File: config.mk
export PLATFORM = sky130hd
export DESIGN_NAME = fsc_top
export DESIGN_NICKNAME = d
export VERILOG_FILES = /design/src/rtl/fsc_pkg.sv /design/src/rtl/fsc_tmr_if.sv /design/src/rtl/fsc_timer.sv /design/src/rtl/fsc_top.sv
export VERILOG_INCLUDE_DIRS = /design/src /design/src/rtl
export SDC_FILE = /design/constraint.sdc
export NUM_CORES = 1
export LEC_CHECK = 0
export BUFFER_PORTS_ARGS = -buffer_cell sky130_fd_sc_hd__buf_2
export CAP_MARGIN = 30
export CORE_MARGIN = 4
export CORE_UTILIZATION = 35
export CTS_CLUSTER_SIZE = 30
export DETAILED_ROUTE_END_ITERATION = 8
export MAX_ROUTING_LAYER = met4
export SKIP_CTS_REPAIR_TIMING = 1
export SLEW_MARGIN = 0
export SYNTH_ARGS = -nofsm -noshare
export SYNTH_HDL_FRONTEND = slang
export SYNTH_SLANG_ARGS = --single-unit
File: constraint.sdc
create_clock -name clk_i -period 2.3 [get_ports clk_i]
set_input_delay 0.345 -clock clk_i [delete_from_list [all_inputs] [get_ports clk_i]]
set_output_delay 0.345 -clock clk_i [all_outputs]
set_load 0.02 [all_outputs]
File: src/rtl/fsc_params.svh
// Constants of the flame safety time and switch check block.
`ifndef FSC_PARAMS_SVH
`define FSC_PARAMS_SVH

// System clock rate and the derived cycle count per millisecond.
`define FSC_CLK_HZ 100000000
`define FSC_CYC_PER_MS (`FSC_CLK_HZ / 1000)

// Safety times and switch agreement grace time in milliseconds.
`define FSC_SAFE_T1_MS 1000
`define FSC_SAFE_T2_MS 2000
`define FSC_SAFE_T3_MS 3000
`define FSC_SAFE_T5_MS 5000
`define FSC_GRACE_MS 8000

// Register byte offsets.
`define FSC_REG_CTRL 8'h00
`define FSC_REG_STATUS 8'h04
`define FSC_REG_ADDR 8'h08

// Control register fields and reset value.
`define FSC_CTRL_ENABLE 0
`define FSC_CTRL_CLEAR 1
`define FSC_CTRL_RESET 1'b1

// Status register fields.
`define FSC_ST_FLAME 0
`define FSC_ST_SWERR 1
`define FSC_ST_SHUT 2
`define FSC_ST_FLAME_IN 3
`define FSC_ST_SEL_LO 4
`define FSC_ST_SEL_HI 5

// Safety time selection positions within the mode switch.
`define FSC_SEL_POS1 0
`define FSC_SEL_POS2 1

// Lowest Modbus slave address set by the address switch.
`define FSC_ADDR_BASE 7'h01

`endif

File: src/rtl/fsc_pkg.sv
// Types shared by the flame safety time and switch check modules.
package fsc_pkg;

  // Supervisor state: flame indicated, flame absent, or locked in error.
  typedef enum logic [1:0] {
    FSC_OFF,
    FSC_ON,
    FSC_SHUT
  } fsc_state_t;

  // Safety time selection from positions 1 and 2 of the mode switch.
  typedef logic [1:0] fsc_sel_t;

endpackage : fsc_pkg

File: src/rtl/fsc_tmr_if.sv
// Interface joining the supervisor to one interval timer.
`timescale 1ns/1ps
`default_nettype none

interface fsc_tmr_if;
  logic run;
  logic [31:0] limit;
  logic expired;
  logic [31:0] count;

  modport ctl (output run, output limit, input expired, input count);
  modport tmr (input run, input limit, output expired, output count);
endinterface : fsc_tmr_if

`default_nettype wire

File: src/rtl/fsc_timer.sv
// Interval timer: counts while run is high, flags when the limit is reached.
`timescale 1ns/1ps
`default_nettype none

module fsc_timer (
  input wire logic clk_i,
  input wire logic rst_i,
  input wire logic ce_i,
  fsc_tmr_if.tmr t
);

  logic [31:0] cnt_q;
  logic exp_q;
  wire at_end = (cnt_q == t.limit - 32'h1);

  ////////////////////////////////////////////////////////////////////////////
  // A drop of run clears the count, so only an unbroken interval expires.
  always_ff @(posedge clk_i) begin
    if (rst_i) begin
      cnt_q <= 32'h0;
      exp_q <= 1'b0;
    end else if (ce_i) begin
      if (!t.run) begin
        cnt_q <= 32'h0;
        exp_q <= 1'b0;
      end else if (at_end) begin
        exp_q <= 1'b1;
      end else begin
        cnt_q <= cnt_q + 32'h1;
      end
    end
  end

  assign t.expired = exp_q;
  assign t.count = cnt_q;

  ////////////////////////////////////////////////////////////////////////////
  // Checks on the counting behaviour.
  timer_restart_a: assert property (@(posedge clk_i) disable iff (rst_i)
    ce_i && !t.run |=> cnt_q == 32'h0 && !exp_q)
    else $error("timer did not restart after run dropped");

  timer_expiry_a: assert property (@(posedge clk_i) disable iff (rst_i)
    $rose(exp_q) |-> $past(cnt_q) == t.limit - 32'h1 && $past(t.run))
    else $error("timer expired at the wrong count");

endmodule : fsc_timer

`default_nettype wire

File: src/rtl/fsc_top.sv
// Flame supervisor: safety time, relay, switch agreement check and Wishbone registers.
//
// Added by the designer: the register addresses and the Wishbone register port.
`timescale 1ns/1ps
`default_nettype none
`include "fsc_params.svh"

module fsc_top #(
  parameter int unsigned SAFE_T1_CYC = `FSC_SAFE_T1_MS * `FSC_CYC_PER_MS,
  parameter int unsigned SAFE_T2_CYC = `FSC_SAFE_T2_MS * `FSC_CYC_PER_MS,
  parameter int unsigned SAFE_T3_CYC = `FSC_SAFE_T3_MS * `FSC_CYC_PER_MS,
  parameter int unsigned SAFE_T5_CYC = `FSC_SAFE_T5_MS * `FSC_CYC_PER_MS,
  parameter int unsigned GRACE_CYC = `FSC_GRACE_MS * `FSC_CYC_PER_MS
) (
  input wire logic clk_i,
  input wire logic rst_i,
  input wire logic ce_i,
  input wire logic wb_cyc_i,
  input wire logic wb_stb_i,
  input wire logic wb_we_i,
  input wire logic [7:0] wb_adr_i,
  input wire logic [3:0] wb_sel_i,
  input wire logic [31:0] wb_dat_i,
  output logic [31:0] wb_dat_o,
  output logic wb_ack_o,
  input wire logic flame_sig_i,
  input wire logic [5:0] bus_address_switch_i,
  input wire logic [7:0] mode_switch_chan_one_i,
  input wire logic [7:0] mode_switch_chan_two_i,
  output logic flame_relay_o,
  output logic flame_led_green_o,
  output logic switch_err_led_o,
  output logic error_shutdown_o,
  output logic [6:0] modbus_addr_o
);

  ////////////////////////////////////////////////////////////////////////////
  // Safety time decode, used for the timer limit and its check.
  function automatic logic [31:0] fsc_safe_cyc(input fsc_pkg::fsc_sel_t sel);
    logic [31:0] r;
    r = 32'(SAFE_T1_CYC);
    unique case (sel)
      2'h0: r = 32'(SAFE_T1_CYC);
      2'h1: r = 32'(SAFE_T2_CYC);
      2'h2: r = 32'(SAFE_T3_CYC);
      2'h3: r = 32'(SAFE_T5_CYC);
    endcase
    return r;
  endfunction : fsc_safe_cyc

  fsc_pkg::fsc_state_t st_q;
  fsc_pkg::fsc_state_t st_d;
  logic enable_q;
  logic clear_q;
  logic ack_q;
  logic [31:0] rdat_q;
  logic relay_q;
  logic green_q;
  logic swerr_q;
  logic shut_q;
  logic [6:0] addr_q;

  fsc_tmr_if safe_t ();
  fsc_tmr_if grace_t ();

  ////////////////////////////////////////////////////////////////////////////
  // Switch decode. The safety time follows channel one; a disagreement with
  // channel two that lasts GRACE_CYC is caught by the grace timer and ends in shutdown.
  wire mismatch = (mode_switch_chan_one_i != mode_switch_chan_two_i);
  wire fsc_pkg::fsc_sel_t sel = {mode_switch_chan_one_i[`FSC_SEL_POS2], mode_switch_chan_one_i[`FSC_SEL_POS1]};
  wire [6:0] addr_d = {1'b0, bus_address_switch_i} + `FSC_ADDR_BASE;

  // Timer steering: safety count runs only during an outage while flame is
  // indicated; grace count runs only while the copies differ.
  assign safe_t.run = (st_q == fsc_pkg::FSC_ON) && !flame_sig_i;
  assign safe_t.limit = fsc_safe_cyc(sel);
  assign grace_t.run = mismatch;
  assign grace_t.limit = 32'(GRACE_CYC);

  fsc_timer u_safe (
    .clk_i(clk_i),
    .rst_i(rst_i),
    .ce_i(ce_i),
    .t(safe_t.tmr)
  );

  fsc_timer u_grace (
    .clk_i(clk_i),
    .rst_i(rst_i),
    .ce_i(ce_i),
    .t(grace_t.tmr)
  );

  ////////////////////////////////////////////////////////////////////////////
  // Wishbone decode. Writes land on the edge where the master sees ack.
  wire req = wb_cyc_i && wb_stb_i;
  wire wr_ctrl = req && wb_we_i && ack_q && wb_sel_i[0] && (wb_adr_i == `FSC_REG_CTRL);
  wire clr_req = wr_ctrl && wb_dat_i[`FSC_CTRL_CLEAR];
  wire [31:0] status_w = {26'h0, sel, flame_sig_i, shut_q, swerr_q, relay_q};
  wire [31:0] ctrl_w = {31'h0, enable_q};
  wire [31:0] rd_mux = (wb_adr_i == `FSC_REG_CTRL) ? ctrl_w :
                       (wb_adr_i == `FSC_REG_STATUS) ? status_w :
                       (wb_adr_i == `FSC_REG_ADDR) ? {25'h0, addr_q} : 32'h0;

  // Shutdown is latched; a clear request is honoured only if the copies
  // agree, and a grace expiry in the same cycle wins over the clear.
  wire shut_set = grace_t.expired;
  wire shut_next = shut_set || (shut_q && !clear_q);

  ////////////////////////////////////////////////////////////////////////////
  // Supervisor next state.
  always_comb begin
    st_d = st_q;
    unique case (st_q)
      fsc_pkg::FSC_OFF: begin
        if (shut_next) begin
          st_d = fsc_pkg::FSC_SHUT;
        end else if (enable_q && flame_sig_i) begin
          st_d = fsc_pkg::FSC_ON;
        end
      end
      fsc_pkg::FSC_ON: begin
        if (shut_next) begin
          st_d = fsc_pkg::FSC_SHUT;
        end else if (!enable_q || safe_t.expired) begin
          st_d = fsc_pkg::FSC_OFF;
        end
      end
      fsc_pkg::FSC_SHUT: begin
        if (!shut_next) begin
          st_d = fsc_pkg::FSC_OFF;
        end
      end
      default: st_d = fsc_pkg::FSC_SHUT;
    endcase
  end

  ////////////////////////////////////////////////////////////////////////////
  // State, indicators and relay. Lamp and relay share one source.
  always_ff @(posedge clk_i) begin
    if (rst_i) begin
      st_q <= fsc_pkg::FSC_OFF;
      relay_q <= 1'b0;
      green_q <= 1'b0;
      swerr_q <= 1'b0;
      shut_q <= 1'b0;
      addr_q <= `FSC_ADDR_BASE;
    end else if (ce_i) begin
      st_q <= st_d;
      relay_q <= (st_d == fsc_pkg::FSC_ON);
      green_q <= (st_d == fsc_pkg::FSC_ON);
      swerr_q <= mismatch;
      shut_q <= shut_next;
      addr_q <= addr_d;
    end
  end

  // Register bus. Ack is one cycle; a clear request is held for one cycle.
  always_ff @(posedge clk_i) begin
    if (rst_i) begin
      enable_q <= `FSC_CTRL_RESET;
      clear_q <= 1'b0;
      ack_q <= 1'b0;
      rdat_q <= 32'h0;
    end else if (ce_i) begin
      ack_q <= req && !ack_q;
      rdat_q <= (req && !ack_q) ? rd_mux : 32'h0;
      clear_q <= clr_req && !mismatch;
      if (wr_ctrl) begin
        enable_q <= wb_dat_i[`FSC_CTRL_ENABLE];
      end
    end
  end

  assign wb_ack_o = ack_q;
  assign wb_dat_o = rdat_q;
  assign flame_relay_o = relay_q;
  assign flame_led_green_o = green_q;
  assign switch_err_led_o = swerr_q;
  assign error_shutdown_o = shut_q;
  assign modbus_addr_o = addr_q;

  ////////////////////////////////////////////////////////////////////////////
  // Checks on the supervisor.
  addr_range_a: assert property (@(posedge clk_i) disable iff (rst_i)
    ce_i |=> modbus_addr_o >= 7'h01 && modbus_addr_o <= 7'h40)
    else $error("modbus address out of range");

  relay_opens_a: assert property (@(posedge clk_i) disable iff (rst_i)
    ce_i && st_q == fsc_pkg::FSC_ON && safe_t.expired && !shut_next |=> !flame_relay_o)
    else $error("relay stayed closed after the safety time");

  default_time_a: assert property (@(posedge clk_i) disable iff (rst_i)
    mode_switch_chan_one_i[1:0] == 2'h0 |-> safe_t.limit == 32'(SAFE_T1_CYC))
    else $error("default safety time not selected");

  five_sec_a: assert property (@(posedge clk_i) disable iff (rst_i)
    mode_switch_chan_one_i[1:0] == 2'h3 |-> safe_t.limit == 32'(SAFE_T5_CYC))
    else $error("both positions on did not give the longest time");

  grace_shut_a: assert property (@(posedge clk_i) disable iff (rst_i)
    $rose(error_shutdown_o) |-> $past(grace_t.count) == 32'(GRACE_CYC) - 32'h1)
    else $error("shutdown before the grace time ran out");

  shut_relay_a: assert property (@(posedge clk_i) disable iff (rst_i)
    error_shutdown_o |-> !flame_relay_o)
    else $error("relay closed during error shutdown");

  lamp_relay_a: assert property (@(posedge clk_i) disable iff (rst_i)
    flame_led_green_o == flame_relay_o)
    else $error("flame lamp and relay disagree");

  swerr_now_a: assert property (@(posedge clk_i) disable iff (rst_i)
    ce_i && mismatch |=> switch_err_led_o)
    else $error("switch error lamp late");

  flame_hold_a: assert property (@(posedge clk_i) disable iff (rst_i)
    ce_i && flame_relay_o && flame_sig_i && enable_q && !shut_next |=> flame_relay_o)
    else $error("relay opened while flame present");

endmodule : fsc_top

`default_nettype wire

After elaboration in Yosys (flattened, before gate mapping)
Index checks and enable logic that the tools add are counted.
{ "totals": {"out_inout_bits": 44, "inputBits": 73, "rom_bits": 0, "latchBits": 0, "reg_bits": 113, "word_cells": 77, "ramBits": 0, "n_memories": 0} }
{ "classes": {"shifts": 0, "reduce_logical": 26, "n_mux": 19, "n_bitwise": 0, "add_sub_neg": 4, "magnitude_cmp": 0, "mul": 0, "eq_ne": 15, "div": 0} }
{ "op_table": {"columns": ["cell", "n"], "rows": [
  ["2-to-1 mux 32 bit", 4],
  ["case mux 32 bit (4 select lines)", 1],
  ["adder 32 x 1 -> 32 bit (second input constant)", 2],
  ["== test 32 x 30 -> 1 bit (second input constant)", 1],
  ["== test 32 bit", 1],
  ["subtractor 32 x 1 -> 32 bit (second input constant)", 1],
  ["2-to-1 mux 7 bit", 4],
  ["logical AND 1 bit", 11],
  ["2-to-1 mux 2 bit", 5],
  ["AND reduction 2 bit", 5],
  ["== test 8 x 3 -> 1 bit (second input constant)", 1],
  ["== test 8 x 4 -> 1 bit (second input constant)", 1],
  ["logical NOT 8 bit", 1],
  ["inequality test 2 bit (second input constant)", 4],
  ["inequality test 8 bit", 1],
  ["adder 6 x 1 -> 7 bit (second input constant)", 1],
  ["== test 2 x 1 -> 1 bit (second input constant)", 3],
  ["== test 2 bit (second input constant)", 3],
  ["case mux 2 bit (3 select lines)", 1],
  ["logical NOT 1 bit", 5],
  ["logical NOT 2 bit", 2],
  ["2-to-1 mux 1 bit", 4],
  ["logical OR 1 bit", 2]
]} }

Logic depth before layout (Yosys ltp)
{ "logic_depth": {"depth_word": 7, "ltp_mapped": 10, "depth_no_buf": 8} }

Cells and area by module
Synthesis repeated with hierarchy kept, for this count alone.
{ "hier_totals": {"hier_cells": 941, "area_unflattened_um2": 7449.6} }
{ "modules_own_cells": {"columns": ["module", "area_each_um2", "instances", "cells_per_inst", "seq_area_each_um2"], "rows": [
  ["fsc_timer", 3004.1, 2, 387, 660.6],
  ["fsc_top", 1441.4, 1, 167, 440.4]
]} }

Least setup slack after synthesis
Ideal clock, no wire load.
{ "synth_path": {"path_kind": "input port to flip-flop", "startpoint": "input mode_switch_chan_one_i[0]", "endpoint": "register u_safe.cnt_q[2], in the netlist u_safe.t.count[2]", "setup_ns": 0.062, "n_path_buf": 0, "path_slack_ns": -0.012, "stages": 8, "t_arrival_ns": 2.250, "t_required_ns": 2.238, "cell_sequence": "inv_1 ha_1 and2b_2 o211ai_1 a2111oi_2 or3b_1 or4b_1 nand3_1"} }
{ "synth_between": {"elab_chain_len": 6, "word_cells_on_any_way": 9, "classes_between": "add/sub: 1; eq/ne: 5; mux: 1; reduce/logical: 2"} }
{ "synth_rtl": {"columns": ["item", "line", "text"], "rows": [
  ["from (decl)", "fsc_top.sv:28", "input wire logic [7:0] mode_switch_chan_one_i,"],
  ["== test 2 bit, or another cell as far along", "fsc_top.sv:42", "unique case (sel)"],
  ["case mux 32 bit (4 select lines) *", "fsc_top.sv:42", null],
  ["subtractor 32 x 1 -> 32 bit *", "fsc_timer.sv:14", "wire at_end = (cnt_q == t.limit - 32'h1);"],
  ["== test 32 bit *", "fsc_timer.sv:14", null],
  ["inequality test 2 bit (no source line) *", null, null],
  ["AND reduction 2 bit (no source line) *", null, null],
  ["to (signal assigned)", "fsc_timer.sv:29", "cnt_q <= cnt_q + 32'h1;"],
  ["to (decl)", "fsc_timer.sv:12", "logic [31:0] cnt_q;"]
]} }
Every way passes the cells marked *; elsewhere a longest branch is shown, timed or not. The select of a mux whose other input is x is not followed.
A chain may end at the register's enable or synchronous reset.

Final worst setup path
{ "layout_path": {"startpoint": "register u_safe.cnt_q[1], in the netlist u_safe.t.count[1]", "endpoint": "register u_safe.cnt_q[2], in the netlist u_safe.t.count[2]"} }
{ "layout_between": {"elab_chain_len": 3, "word_cells_on_any_way": 6, "classes_between": "add/sub: 1; eq/ne: 2; mux: 2; reduce/logical: 1"} }
{ "layout_rtl": {"columns": ["item", "line"], "rows": [
  ["adder 32 x 1 -> 32 bit / == test 32 bit (equally long branches)", "fsc_timer.sv:29, fsc_timer.sv:14"],
  ["2-to-1 mux 32 bit / inequality test 2 bit (equally long branches)", null],
  ["2-to-1 mux 32 bit / AND reduction 2 bit (equally long branches)", null]
]} }
Parallel ways exist; a longest one is shown, timed or not. The select of a mux whose other input is x is not followed.

==> metrics.txt <==
Post-DRT Antenna Nets=0; share of cells above drive strength 1=0.213; fin. max-slew vios=0; Synth Area in Simple Gates=0.308; complex-gate fraction of the synthesized area=0.142; Layout Nets=767; HPWL after detailed placement=9250 um; reg2reg path depth=7; Post-Syn Area=4850 um2; Worst-Skew Late Latency=340 ps; cell internal pwr=2440 uW; prevailing post-synth register cell=dfxtp_1; CP startpoint=u_safe.t.count[1]; Worst-path clk slew=70 ps; top cell type's share of synthesized area=0.363; wire length of the first global-routing pass=20200 um; drt wl/cell=14.5 um; H-tree depth=3; Root Driver=clkbuf_16; CP Data Required Time=2580 ps; power density over the cells=552 nW/um2; Die ar.=15800 um2; number of diodes=0; WP data arrival=2520 ps; Cell Rows=42; Psw=823 uW; Worst slew margin=0.631; status=finished clean; RSZ-0062 raised after global routing=yes; worst clock skew=7.51 ps; max cap viols=0; vias in the first global route=4153; CP Class=flip-flop to flip-flop; Comb pwr share=0.088; proportion of synthesized area in mux cells=0.00825; Tot GR Track Use=0.156; post-route DRC violation count=0; Synth async-reset ratio=0; CTS Buf Count=9; initial antenna violation count=0; num ports=117; Worst setup SP type=flip-flop; count of cell types in the netlist=60; global placer's final weighted congestion=0.894; Net Sw Frac=0.252; EDFF count, synth=0; Slew @ Worst Pin=553 ps; Tcrit/Tclk final=0.974; Avg Synthesized Cell Area=8.24 um2; Worst VDD drop=0.315 mV; largest net degree at the start of global routing=60; DR vias=4588; min cycle time layout=2240 ps; worst slack, placed=-215 ps; highest clock rate=0.446 GHz; HP Class=input port to flip-flop; final hold viol count=0; starting density of the core=0.362; vias per inst=5.30; yosys warns=0; area leader, netlist=dfxtp_1; synthesized flop and latch total=88; total wire length=12500 um; final worst-path setup slack=59.1 ps; worst min-delay path startpoint=wb_dat_i[0]; Hold EP=enable_q; sequential share of power=0.477; clock share of power=0.435; Core Box Area=13400 um2; Adder-Cell Fraction of Synth Area=0.0258; Syn Inst Count=589; CTS tree=yes; R2R setup slack=60 ps; TritonCTS Sinks=88; CP max FO=2; end-of-flow core utilization=0.442; Die H=126 um; most frequent cells in the layout=84 x dfxtp_1, 57 x nor2_1, 57 x buf_2; worst reg2reg startpoint=u_safe.t.count[1]; register area share after synthesis=0.363; chip width=126 um; reg-to-reg endpoint=u_safe.t.count[2]; initial DRC count=309; final setup violation count=0; aggregate global routing overflow=0; CP endpoint kind=flip-flop; most common cell after layout, fill and taps aside=dfxtp_1; drt pass-1 iters=5; Pleak=0.00218 uW; # port buffers=58; area grow syn2layout=22.1%; Max Buffers Root-to-Sink=2; XOR/XNOR share of the synthesized area=0.0776; Worst Hold Depth=2; cells taking the most area after synthesis=dfxtp_1 36%, a21oi_1 4.6%, nor2_1 4.4%, buf_4 4.3%, xor2_1 4.0%; TNS Setup=0 ps; main combinational cell family by area after synthesis=simple AND/OR/NAND/NOR gates
## state kept, by name, indices dropped and copies added (netlist names)
signal,cells
u_safe.t.count,32
modbus_addr_o,7
switch_err_led_o,1
flame_led_green_o,1
enable_q,1
st_q,2
u_grace.t.expired,1
clear_q,1
wb_ack_o,1
u_safe.t.expired,1
error_shutdown_o,1
u_grace.t.count,32
wb_dat_o,7
## metal layers
| layer | routed length [um] | GRT usage | up-vias |
|---|---|---|---|
| met4 | 158 | 0.0440 | 0 |
| met2 | 6240 | 0.259 | 84 |
| li1 | - | - | 2283 |
| met5 | 0 | - | - |
| met3 | 468 | 0.0296 | 14 |
| met1 | 5670 | 0.194 | 2207 |
## worst max-delay path: stages (launching register included)
cell and delay (ps):
dfxtp_2 360, ha_4 140, and4bb_2 270, o2111ai_4 140, a2111oi_4 300, or3b_4 420
or4b_1 470, nand3_1 80
## metrics by stage
stage	hold slack, ps	area, um2	power (uW)	cells
finish	238	5920	3270	865
global route	244	5920	3370	865
CTS	221	5850	3290	864
detailed placement	450	5560	1870	848
global placement	451	5560	1870	848
floorplan	439	4940	1790	613
## power by group through the flow
stage	clock network, uW	registers, uW	logic, uW
3_3_place_gp	0	1590	279
2_1_floorplan	0	1600	189
3_5_place_dp	0	1590	283
6_report	1420	1560	288
4_1_cts	1450	1560	284
5_1_grt	1490	1560	315
## synth_stat cells, drive strengths merged, types with 20 or more instances
cell type  number
xnor2          21
nand2          45
nand4          22
nand3          32
or3            26
o21ai          29
xor2           22
nor2           57
or4            20
a21oi          45
dfxtp          88
buf            36
## final cells by class
| class | count | area, um2 |
|---|---|---|
| clock inverter | 3 | 25.0 |
| tap | 176 | 220 |
| clock buffer | 13 | 260 |
| sequential | 88 | 1770 |
| timing repair buffer | 111 | 716 |
| multi-input combinational | 460 | 2880 |
| fill | 1352 | 7480 |
| inverter | 14 | 52.6 |
## logic make-up after synthesis
logic type | Yosys count
multiplexers | 4
AND/OR/NAND/NOR | 265
flip-flops | 88
AO/OA/AOI/OAI | 113
other | 1
buffers and inverters | 65
XOR/XNOR | 43
adder cells (fa/ha/maj) | 10
## worst max-delay path by stage
| stage | to | slack, ps | cells past startpoint |
|---|---|---|---|
| 5_1_grt | u_safe.t.count[2] | -40 | 6 |
| 3_3_place_gp | u_safe.t.count[2] | -180 | 9 |
| 3_5_place_dp | u_safe.t.count[2] | -210 | 10 |
| 2_1_floorplan | u_safe.t.count[2] | 40 | 8 |
| 4_1_cts | u_grace.t.count[8] | 2 | 7 |
| 6_report | u_safe.t.count[2] | 60 | 7 |
No activity file was read; power rests on OpenSTA's default activity.
